$ cat config.mk
export PLATFORM = sky130hd
export DESIGN_NAME = fenc_top
export DESIGN_NICKNAME = d
export VERILOG_FILES = /design/src/inc/fenc_pkg.sv /design/src/fenc_top.sv
export VERILOG_INCLUDE_DIRS = /design/src /design/src/inc
export SDC_FILE = /design/constraint.sdc
export NUM_CORES = 1
export LEC_CHECK = 0
export BUFFER_PORTS_ARGS = -buffer_cell sky130_fd_sc_hd__buf_2
export CORE_AREA = 2 2 152 266
export CTS_CLUSTER_DIAMETER = 50
export CTS_CLUSTER_SIZE = 30
export DETAILED_ROUTE_END_ITERATION = 10
export DIE_AREA = 0 0 154 268
export PLACE_DENSITY = 0.75
export SYNTH_ARGS = -nofsm -noshare
export SYNTH_HDL_FRONTEND = slang
export SYNTH_SLANG_ARGS = --single-unit
$ cat constraint.sdc
create_clock -name clk_sys_i -period 6.25 [get_ports clk_sys_i]
set_input_delay 0.3125 -clock clk_sys_i [delete_from_list [all_inputs] [get_ports clk_sys_i]]
set_output_delay 0.3125 -clock clk_sys_i [all_outputs]
set_load 0.005 [all_outputs]
$ cat src/inc/fenc_defs.svh
/*
 front-end control constants: control word addresses, field positions,
 reset values. assumes inclusion by bare name from the package.
*/
`ifndef FENC_DEFS_SVH
`define FENC_DEFS_SVH
`define FENC_ADDR_INPUT_CFG 3'h0
`define FENC_ADDR_LVL_CFG 3'h1
`define FENC_ADDR_LVL_START 3'h2
`define FENC_ADDR_CTR_FREQ 3'h3
`define FENC_ADDR_FREQ_STROBE 3'h5
`define FENC_B_LOAD_ON_UPD 0
`define FENC_B_OFS_EN 1
`define FENC_B_CLR_ACC 2
`define FENC_B_SYNC_SEL 3
`define FENC_B_CIC_BYP 6
`define FENC_B_EXT_SYNC_EN 20
`define FENC_B_INT_MODE 30
`define FENC_IVL_HI 29
`define FENC_IVL_LO 14
`define FENC_THR_HI 13
`define FENC_RST_WORD 32'h0000_0000
`define FENC_OFS_BITS 32
`endif

$ cat src/inc/fenc_pkg.sv
/*
 types for the front-end control block.
 assumes fenc_defs.svh is on the include path.
*/
package fenc_pkg;
`include "fenc_defs.svh"
   typedef enum logic [0:0] {
      FENC_LVL_IDLE = 1'b0,
      FENC_LVL_RUN = 1'b1
   } fenc_lvl_st_t;
   typedef struct packed {
      logic [31:0] in_cfg;
      logic [31:0] lvl_cfg;
      logic [31:0] freq_hold;
      logic [31:0] freq_act;
      logic [31:0] phase_acc;
      logic [31:0] ofs_shift;
      logic [31:0] ofs_word;
      logic load_pend;
      fenc_lvl_st_t lvl_st;
      logic [17:0] ivl_cnt;
      logic [31:0] integ;
      logic [31:0] lvl_result;
      logic [23:0] cic_out;
      logic sync_out;
   } fenc_state_t;
endpackage : fenc_pkg

$ cat src/fenc_top.sv
/*
 front-end control of a downconverter: cic bypass, nco control, level
 detector. assumes host writes are synchronous to clk_sys_i and single
 cycle; clk_sys_i stands for the input sample clock.
*/
`timescale 1ns/1ps
module fenc_top
   import fenc_pkg::*;
(
   input wire logic clk_sys_i,
   input wire logic reset_i,
   input wire logic wr_en_i,
   input wire logic [2:0] wr_addr_i,
   input wire logic [31:0] wr_data_i,
   input wire logic input_enable_n_i,
   input wire logic [13:0] sample_i,
   input wire logic [38:0] shifter_i,
   input wire logic [23:0] cic_filt_i,
   input wire logic front_end_sync_in_i,
   input wire logic proc_sync_i,
   input wire logic offset_freq_serial_data_i,
   input wire logic offset_freq_serial_frame_i,
   output logic [23:0] cic_out_o,
   output logic sync_out_o,
   output logic [31:0] phase_o,
   output logic [31:0] freq_act_o,
   output logic [31:0] level_result_o,
   output logic level_busy_o
);
   fenc_state_t s_q;
   fenc_state_t s_d;

   // magnitude of a 14-bit two's complement sample, 14 magnitude bits so -8192 gives 8192
   function automatic logic [13:0] mag14(input logic [13:0] x);
      mag14 = x[13] ? 14'(-x) : x;
   endfunction : mag14

   function automatic logic [31:0] sext14(input logic [13:0] x);
      sext14 = {{18{x[13]}}, x};
   endfunction : sext14

   logic wr_cfg0, wr_cfg1, wr_start, wr_freq, wr_strobe;
   logic upd_now, do_load, fb_zero;
   logic [31:0] step;
   logic [17:0] preload;
   logic [31:0] lvl_add;

   // decode writes
   assign wr_cfg0 = wr_en_i && (wr_addr_i == `FENC_ADDR_INPUT_CFG);
   assign wr_cfg1 = wr_en_i && (wr_addr_i == `FENC_ADDR_LVL_CFG);
   assign wr_start = wr_en_i && (wr_addr_i == `FENC_ADDR_LVL_START);
   assign wr_freq = wr_en_i && (wr_addr_i == `FENC_ADDR_CTR_FREQ);
   assign wr_strobe = wr_en_i && (wr_addr_i == `FENC_ADDR_FREQ_STROBE);
   // updates only take effect on enabled cycles
   assign upd_now = !input_enable_n_i;
   assign do_load = upd_now && (s_q.load_pend || wr_strobe);
   assign fb_zero = s_q.in_cfg[`FENC_B_CLR_ACC] ||
      (do_load && s_q.in_cfg[`FENC_B_LOAD_ON_UPD]);
   assign step = s_q.freq_act + (s_q.in_cfg[`FENC_B_OFS_EN] ?
      s_q.ofs_word : 32'h0000_0000);
   // low two preload bits fixed at 01 so the count is 4n plus 1
   assign preload = {s_q.lvl_cfg[`FENC_IVL_HI:`FENC_IVL_LO], 2'b01};
   // magnitude is unsigned, zero-extended; only the threshold is signed
   assign lvl_add = {18'h0_0000, mag14(sample_i)} +
      sext14(s_q.lvl_cfg[`FENC_THR_HI:0]);

   // next-state logic for everything
   always_comb begin
      s_d = s_q;
      if (wr_cfg0) begin
         s_d.in_cfg = wr_data_i;
      end
      if (wr_cfg1) begin
         s_d.lvl_cfg = wr_data_i;
      end
      if (wr_freq) begin
         s_d.freq_hold = wr_data_i;
      end
      // pending load: set wins over the clear by the load itself
      if (do_load) begin
         s_d.load_pend = 1'b0;
      end
      if (front_end_sync_in_i && s_q.in_cfg[`FENC_B_EXT_SYNC_EN]) begin
         s_d.load_pend = 1'b1;
      end
      if (do_load) begin
         s_d.freq_act = s_q.freq_hold;
      end
      // 32-bit accumulator wraps, covering +/- half rate
      if (upd_now) begin
         s_d.phase_acc = (fb_zero ? 32'h0000_0000 : s_q.phase_acc)
            + step;
      end
      // serial offset word, msb first, framed by the frame pin
      if (offset_freq_serial_frame_i) begin
         s_d.ofs_shift = {31'h0000_0000, offset_freq_serial_data_i};
         s_d.ofs_word = s_q.ofs_shift;
      end else begin
         s_d.ofs_shift = {s_q.ofs_shift[30:0], offset_freq_serial_data_i};
      end
      // bypass keeps low 24 shifter bits; source guarantees rate
      s_d.cic_out = s_q.in_cfg[`FENC_B_CIC_BYP] ? shifter_i[23:0]
         : cic_filt_i;
      s_d.sync_out = s_q.in_cfg[`FENC_B_SYNC_SEL] ? proc_sync_i
         : front_end_sync_in_i;
      // level detector, runs every clock regardless of enable
      case (s_q.lvl_st)
         FENC_LVL_IDLE: begin
         end
         FENC_LVL_RUN: begin
            s_d.integ = s_q.integ + lvl_add;
            if (s_q.ivl_cnt <= 18'h0_0001) begin
               if (s_q.lvl_cfg[`FENC_B_INT_MODE]) begin
                  s_d.lvl_result = s_d.integ;
                  s_d.integ = 32'h0000_0000;
                  s_d.ivl_cnt = preload;
               end else begin
                  s_d.lvl_result = s_d.integ;
                  s_d.lvl_st = FENC_LVL_IDLE;
               end
            end else begin
               s_d.ivl_cnt = s_q.ivl_cnt - 18'h0_0001;
            end
         end
         default: begin
            s_d.lvl_st = FENC_LVL_IDLE;
         end
      endcase
      if (wr_start) begin
         s_d.lvl_st = FENC_LVL_RUN;
         s_d.integ = 32'h0000_0000;
         s_d.ivl_cnt = preload;
      end
   end

   // single state register
   always_ff @(posedge clk_sys_i) begin
      if (reset_i) begin
         s_q <= '0;
      end else begin
         s_q <= s_d;
      end
   end

   assign cic_out_o = s_q.cic_out;
   assign sync_out_o = s_q.sync_out;
   assign phase_o = s_q.phase_acc;
   assign freq_act_o = s_q.freq_act;
   assign level_result_o = s_q.lvl_result;
   assign level_busy_o = (s_q.lvl_st == FENC_LVL_RUN);

   // cic and sync outputs follow their selects one cycle later
   chk_bypass_path: assert property (
      @(posedge clk_sys_i) disable iff (reset_i)
      s_q.in_cfg[`FENC_B_CIC_BYP]
      |=> cic_out_o == $past(shifter_i[23:0]))
      else $error("bypass output wrong");
   chk_filter_path: assert property (
      @(posedge clk_sys_i) disable iff (reset_i)
      !s_q.in_cfg[`FENC_B_CIC_BYP]
      |=> cic_out_o == $past(cic_filt_i))
      else $error("filtered output wrong");
   chk_sync_sel: assert property (
      @(posedge clk_sys_i) disable iff (reset_i)
      s_q.in_cfg[`FENC_B_SYNC_SEL]
      |=> sync_out_o == $past(proc_sync_i))
      else $error("sync source wrong");
   chk_sync_direct: assert property (
      @(posedge clk_sys_i) disable iff (reset_i)
      !s_q.in_cfg[`FENC_B_SYNC_SEL]
      |=> sync_out_o == $past(front_end_sync_in_i))
      else $error("direct sync source wrong");

   // accumulator: clear and load-on-update both restart from the step
   chk_clear_acc: assert property (
      @(posedge clk_sys_i) disable iff (reset_i)
      (s_q.in_cfg[`FENC_B_CLR_ACC] && !input_enable_n_i)
      |=> phase_o == $past(step))
      else $error("clear failed");
   chk_load_zero: assert property (
      @(posedge clk_sys_i) disable iff (reset_i)
      (do_load && s_q.in_cfg[`FENC_B_LOAD_ON_UPD])
      |=> phase_o == $past(step))
      else $error("load did not zero feedback");
   chk_nco_run: assert property (
      @(posedge clk_sys_i) disable iff (reset_i)
      (!input_enable_n_i && !fb_zero)
      |=> phase_o == $past(phase_o) + $past(step))
      else $error("accumulator step wrong");
   chk_nco_hold: assert property (
      @(posedge clk_sys_i) disable iff (reset_i)
      input_enable_n_i
      |=> $stable(phase_o) && $stable(freq_act_o))
      else $error("nco moved while disabled");

   // serial offset word only changes at a frame mark
   chk_ofs_frame: assert property (
      @(posedge clk_sys_i) disable iff (reset_i)
      offset_freq_serial_frame_i
      |=> s_q.ofs_word == $past(s_q.ofs_shift))
      else $error("offset word not taken");
   chk_ofs_keep: assert property (
      @(posedge clk_sys_i) disable iff (reset_i)
      !offset_freq_serial_frame_i
      |=> $stable(s_q.ofs_word))
      else $error("offset word moved");
   chk_ofs_off: assert property (
      @(posedge clk_sys_i) disable iff (reset_i)
      !s_q.in_cfg[`FENC_B_OFS_EN]
      |-> step == freq_act_o)
      else $error("offset added while off");

   // frequency moves from holding to active register only on a load
   chk_hold_write: assert property (
      @(posedge clk_sys_i) disable iff (reset_i)
      wr_freq
      |=> s_q.freq_hold == $past(wr_data_i))
      else $error("holding word not written");
   chk_held_active: assert property (
      @(posedge clk_sys_i) disable iff (reset_i)
      !do_load
      |=> $stable(freq_act_o))
      else $error("active word moved without load");
   chk_strobe_load: assert property (
      @(posedge clk_sys_i) disable iff (reset_i)
      (wr_strobe && !input_enable_n_i)
      |=> freq_act_o == $past(s_q.freq_hold))
      else $error("strobe lost");
   chk_sync_pend: assert property (
      @(posedge clk_sys_i) disable iff (reset_i)
      (front_end_sync_in_i && s_q.in_cfg[`FENC_B_EXT_SYNC_EN])
      |=> s_q.load_pend)
      else $error("sync not held");
   chk_pend_clear: assert property (
      @(posedge clk_sys_i) disable iff (reset_i)
      (do_load && !(front_end_sync_in_i &&
      s_q.in_cfg[`FENC_B_EXT_SYNC_EN])) |=> !s_q.load_pend)
      else $error("pending load not cleared");
   chk_sync_load: assert property (
      @(posedge clk_sys_i) disable iff (reset_i)
      (s_q.load_pend && !input_enable_n_i)
      |=> freq_act_o == $past(s_q.freq_hold))
      else $error("pending sync load lost");

   // level detector start, count and add
   chk_start_run: assert property (
      @(posedge clk_sys_i) disable iff (reset_i)
      wr_start
      |=> level_busy_o && s_q.integ == 32'h0000_0000)
      else $error("start ignored");
   chk_preload_val: assert property (
      @(posedge clk_sys_i) disable iff (reset_i)
      wr_start |=> s_q.ivl_cnt[1:0] == 2'b01 &&
      s_q.ivl_cnt[17:2] == $past(s_q.lvl_cfg[`FENC_IVL_HI:`FENC_IVL_LO]))
      else $error("interval preload wrong");
   chk_integ_add: assert property (
      @(posedge clk_sys_i) disable iff (reset_i)
      (level_busy_o && s_q.ivl_cnt > 18'h0_0001 && !wr_start)
      |=> s_q.integ == $past(s_q.integ) + $past(lvl_add))
      else $error("integrator add wrong");
   chk_ivl_count: assert property (
      @(posedge clk_sys_i) disable iff (reset_i)
      (level_busy_o && s_q.ivl_cnt > 18'h0_0001 && !wr_start)
      |=> s_q.ivl_cnt == $past(s_q.ivl_cnt) - 18'h0_0001)
      else $error("interval count wrong");

   // level detector timeout in both modes
   chk_result_latch: assert property (
      @(posedge clk_sys_i) disable iff (reset_i)
      (level_busy_o && s_q.ivl_cnt <= 18'h0_0001 && !wr_start)
      |=> level_result_o == $past(s_q.integ) + $past(lvl_add))
      else $error("result not latched");
   chk_mode0_stop: assert property (
      @(posedge clk_sys_i) disable iff (reset_i)
      (level_busy_o && !s_q.lvl_cfg[`FENC_B_INT_MODE] &&
      s_q.ivl_cnt <= 18'h0_0001 && !wr_start) |=> !level_busy_o)
      else $error("no stop");
   chk_mode1_reload: assert property (
      @(posedge clk_sys_i) disable iff (reset_i)
      (level_busy_o && s_q.lvl_cfg[`FENC_B_INT_MODE] &&
      s_q.ivl_cnt <= 18'h0_0001 && !wr_start)
      |=> level_busy_o && s_q.ivl_cnt == $past(preload))
      else $error("no reload");
   chk_idle_hold: assert property (
      @(posedge clk_sys_i) disable iff (reset_i)
      (!level_busy_o && !wr_start)
      |=> !level_busy_o && $stable(level_result_o))
      else $error("idle detector moved");
endmodule : fenc_top

==> impl_metrics.env <==
export IMPL_synth_flop_cell="dfxtp_1"
export IMPL_die_w_um=154
export IMPL_grt_pass1_vias=15200
export IMPL_path_cells="buf_2 > inv_1 > ha_1 > nand2_1 > or3_1 > nand2b_1 > o41ai_1 > xnor2_1 > ha_1 > a21o_1 > and3b_1 > nor4_1 > nand3_1 > buf_4 > ha_1 > a21oi_1 > o21ai_0 > a311oi_1 > o211ai_1 > nand4b_1 > a31oi_1 > nor4b_1 > a311o_1"
export IMPL_dieArea_um2=41300
export IMPL_fin_area_um2=20000
export IMPL_crit_family="compound AO/OA/AOI/OAI gates"
export IMPL_initialDrtViolationCount=674
export IMPL_antenna_found_initial=2
export IMPL_grt_pass1_wl_um=77100
export IMPL_drc=0
export IMPL_cp_end_kind="flip-flop"
export IMPL_cts_root_buf="clkbuf_16"
export IMPL_crit_top_cell="ha_1"
export IMPL_ctsResizeCount=0
export IMPL_crit_arrival_ps=5530
export IMPL_vias=15100
export IMPL_clockBufferDepth=3
export IMPL_firstDrtPassIters=5
export IMPL_fp_dieH_um=268
export IMPL_core_region_area_um2=39000
export IMPL_syn_cell_area_um2=17500
export IMPL_drive_gt1_frac=0.150
export IMPL_via_per_inst=5.50
export IMPL_place_gp_congestion=0.935
export IMPL_power_switching_uw=1410
export IMPL_hpwlAfterDp_um=36000
export IMPL_intPower_uw=3190
export IMPL_wl_per_cell_um=17.9
export IMPL_fmax_mhz=198
export IMPL_clkPwrFrac=0.448
export IMPL_max_stage_delay_ps=400
export IMPL_rsz0062_at_grt="no"
export IMPL_drv_cap=0
export IMPL_finalHoldViolations=0
export IMPL_critPathLaunchType="input port"
export IMPL_grt_start_max_net_pins=102
export IMPL_place_ws_ps=635
export IMPL_slowest_stage="a311oi_1"
export IMPL_crit_buf_inv=3
export IMPL_cts_made_buffers=28
export IMPL_synthArstFlopShare=0
export IMPL_grt_ovfl_total=0
export IMPL_h_tree_depth=1
export IMPL_gr_usage_all_layers=0.231
export IMPL_clkLatencyLatePin_ps=590
export IMPL_tightest_slew_ps=1060
export IMPL_finalSetupViolCount=0
export IMPL_setup_ws_ps=1200
export IMPL_crit_required_ps=6730
export IMPL_instances_no_fill=2738
export IMPL_drt_wl_total_um=48900
export IMPL_cts_tree="done"
export IMPL_finalCritPeriodShare=0.809
export IMPL_max_vdd_ir_drop_v=0.000233
export IMPL_cts_setup_buffers=0
export IMPL_rows=96
export IMPL_p_sw_frac=0.306
export IMPL_max_slew_margin=0.290
export IMPL_ys_types=86
export IMPL_status="finished clean"
export IMPL_skew_ps=31.1
export IMPL_cts_sinks=306
export IMPL_netlist_instances=2105
export IMPL_combPwrFrac=0.117
export IMPL_ys_warnings_count=0
export IMPL_dp_cells=2608
export IMPL_placed_cell_area_um2=18000
export IMPL_crit_type="input port to flip-flop"
export IMPL_synth_seq_cells=306
export IMPL_path_clk_slew_ps=100
export IMPL_portBuffers=226
export IMPL_start_util=0.448
export IMPL_slew_viol_final=0
export IMPL_avgSynthCellArea_um2=8.30
export IMPL_worstPathMaxFanout=18
export IMPL_synth_edf_count=0
export IMPL_p_leak_uw=0.00867
export IMPL_area_delta_synth_final_pct=14.2
export IMPL_p_per_area_nw_per_um2=231
export IMPL_synth_nets=2344
export IMPL_power_frac_seq=0.435
export IMPL_nets=2464
export IMPL_ys_seq_area_frac=0.350
export IMPL_pin_count=242
export IMPL_ant_nets=0
export IMPL_hold_ws_ps=23.3
export IMPL_fin_crit_ps=5050
export IMPL_setup_tns_final_ps=0
export IMPL_hold_class="input port to flip-flop"
cells in the final DEF (no fill, tap or decap), drive strengths merged, types with 70 or more instances in the layout:
master / instances
nand2: 335
dfxtp: 306
buf: 244
a21oi: 219
nor2: 164
and2: 96
ha: 85
mux2i: 79
dlygate4sd3: 77
o21ai: 70
cells in the mapped netlist (17+ instances only):
| cell | instances | area share |
|---|---|---|
| a21o_1 | 32 | 0.014 |
| a21oi_1 | 218 | 0.062 |
| a31oi_1 | 18 | 0.0064 |
| and2_1 | 96 | 0.034 |
| buf_4 | 124 | 0.053 |
| clkbuf_1 | 85 | 0.018 |
| dfxtp_1 | 306 | 0.35 |
| fa_1 | 34 | 0.039 |
| ha_1 | 85 | 0.061 |
| inv_1 | 33 | 0.0071 |
| mux2i_1 | 79 | 0.045 |
| nand2_1 | 332 | 0.071 |
| nand2b_1 | 25 | 0.0089 |
| nand3_1 | 46 | 0.013 |
| nor2_1 | 164 | 0.035 |
| nor3_1 | 19 | 0.0054 |
| o21ai_0 | 64 | 0.018 |
| xnor2_1 | 63 | 0.032 |
| xor2_1 | 17 | 0.0085 |
worst paths after layout:
path | from | end | slack (ps) | depth (start not counted)
setup / recovery | sample_i[0] | level_result_o[28] | 1200 | 23
hold / removal | wr_data_i[9] | s_q[246] | 20 | 3
setup reg to reg | s_q[269] | level_result_o[28] | 1360 | 20
hold reg to reg | s_q[265] | freq_act_o[28] | 450 | 2
cell type report:
| class | instances | area (um2) |
|---|---|---|
| Timing Repair Buffer | 321 | 2040 |
| Fill cell | 3581 | 19100 |
| Tap cell | 490 | 613 |
| Clock inverter | 23 | 442 |
| Clock buffer | 29 | 726 |
| Inverter | 34 | 128 |
| Antenna cell | 1 | 2.50 |
| Sequential cell | 306 | 6130 |
| Multi-Input combinational cell | 1534 | 9880 |
flip-flops by register name, indices dropped and copies added (netlist names):
register	flops
level_result_o	32
cic_out_o	24
preload	16
phase_o	32
freq_act_o	32
s_q	168
sync_out_o	1
level_busy_o	1
worst register-to-register path, cell delays in order, from the launching register on:
cell and delay, ps:
dfxtp_1 380, ha_1 220, inv_1 70, fa_1 400, nor2b_1 120, o21ai_0 80, nand2b_1 130, a21oi_1 80
o21ai_0 230, a41oi_1 220, a211oi_1 360, o311ai_0 290, ha_1 410, nand2_1 120, o21ai_0 130, a311oi_1 400
o211ai_1 220, nand4b_1 230, a31oi_1 170, nor4b_1 180, a311o_1 350
power by group through the flow:
stage               sequential [uW]  clock, uW  combinational (uW)
global placement               2040          0                 481
global route                   2000       2180                 593
CTS                            2000       2110                 534
floorplan                      2040          0                 370
finish                         2000       2060                 539
detailed placement             2050          0                 491
stage by stage:
step	util	total power (uW)
finish	0.511	4600
global route	0.511	4780
CTS	0.511	4640
detailed placement	0.462	2540
global placement	0.462	2520
floorplan	-	2410
logic make-up after synthesis:
family	Yosys count	synth area share
and+or+nand+nor	788	0.213
AOI/OAI and AO/OA	466	0.164
DFF	306	0.350
buffers and inverters	265	0.0855
adders and majority gates	119	0.0998
xor gates and xnor gates	81	0.0414
muxes	80	0.0459
metal layers:
metal  part of all wire  GRT usage
met1               0.37      0.243
met2               0.53      0.441
met3              0.039     0.0279
met4              0.053      0.127
met5            0.00033          0
timing repair:
| action | in CTS | in global routing |
|---|---|---|
| hold buffers | 77 | 0 |
| endpoints found under the hold margin | 75 | 0 |
| setup endpoints to repair | 0 | 0 |
Note: power is estimated with default switching activity, not from simulation.
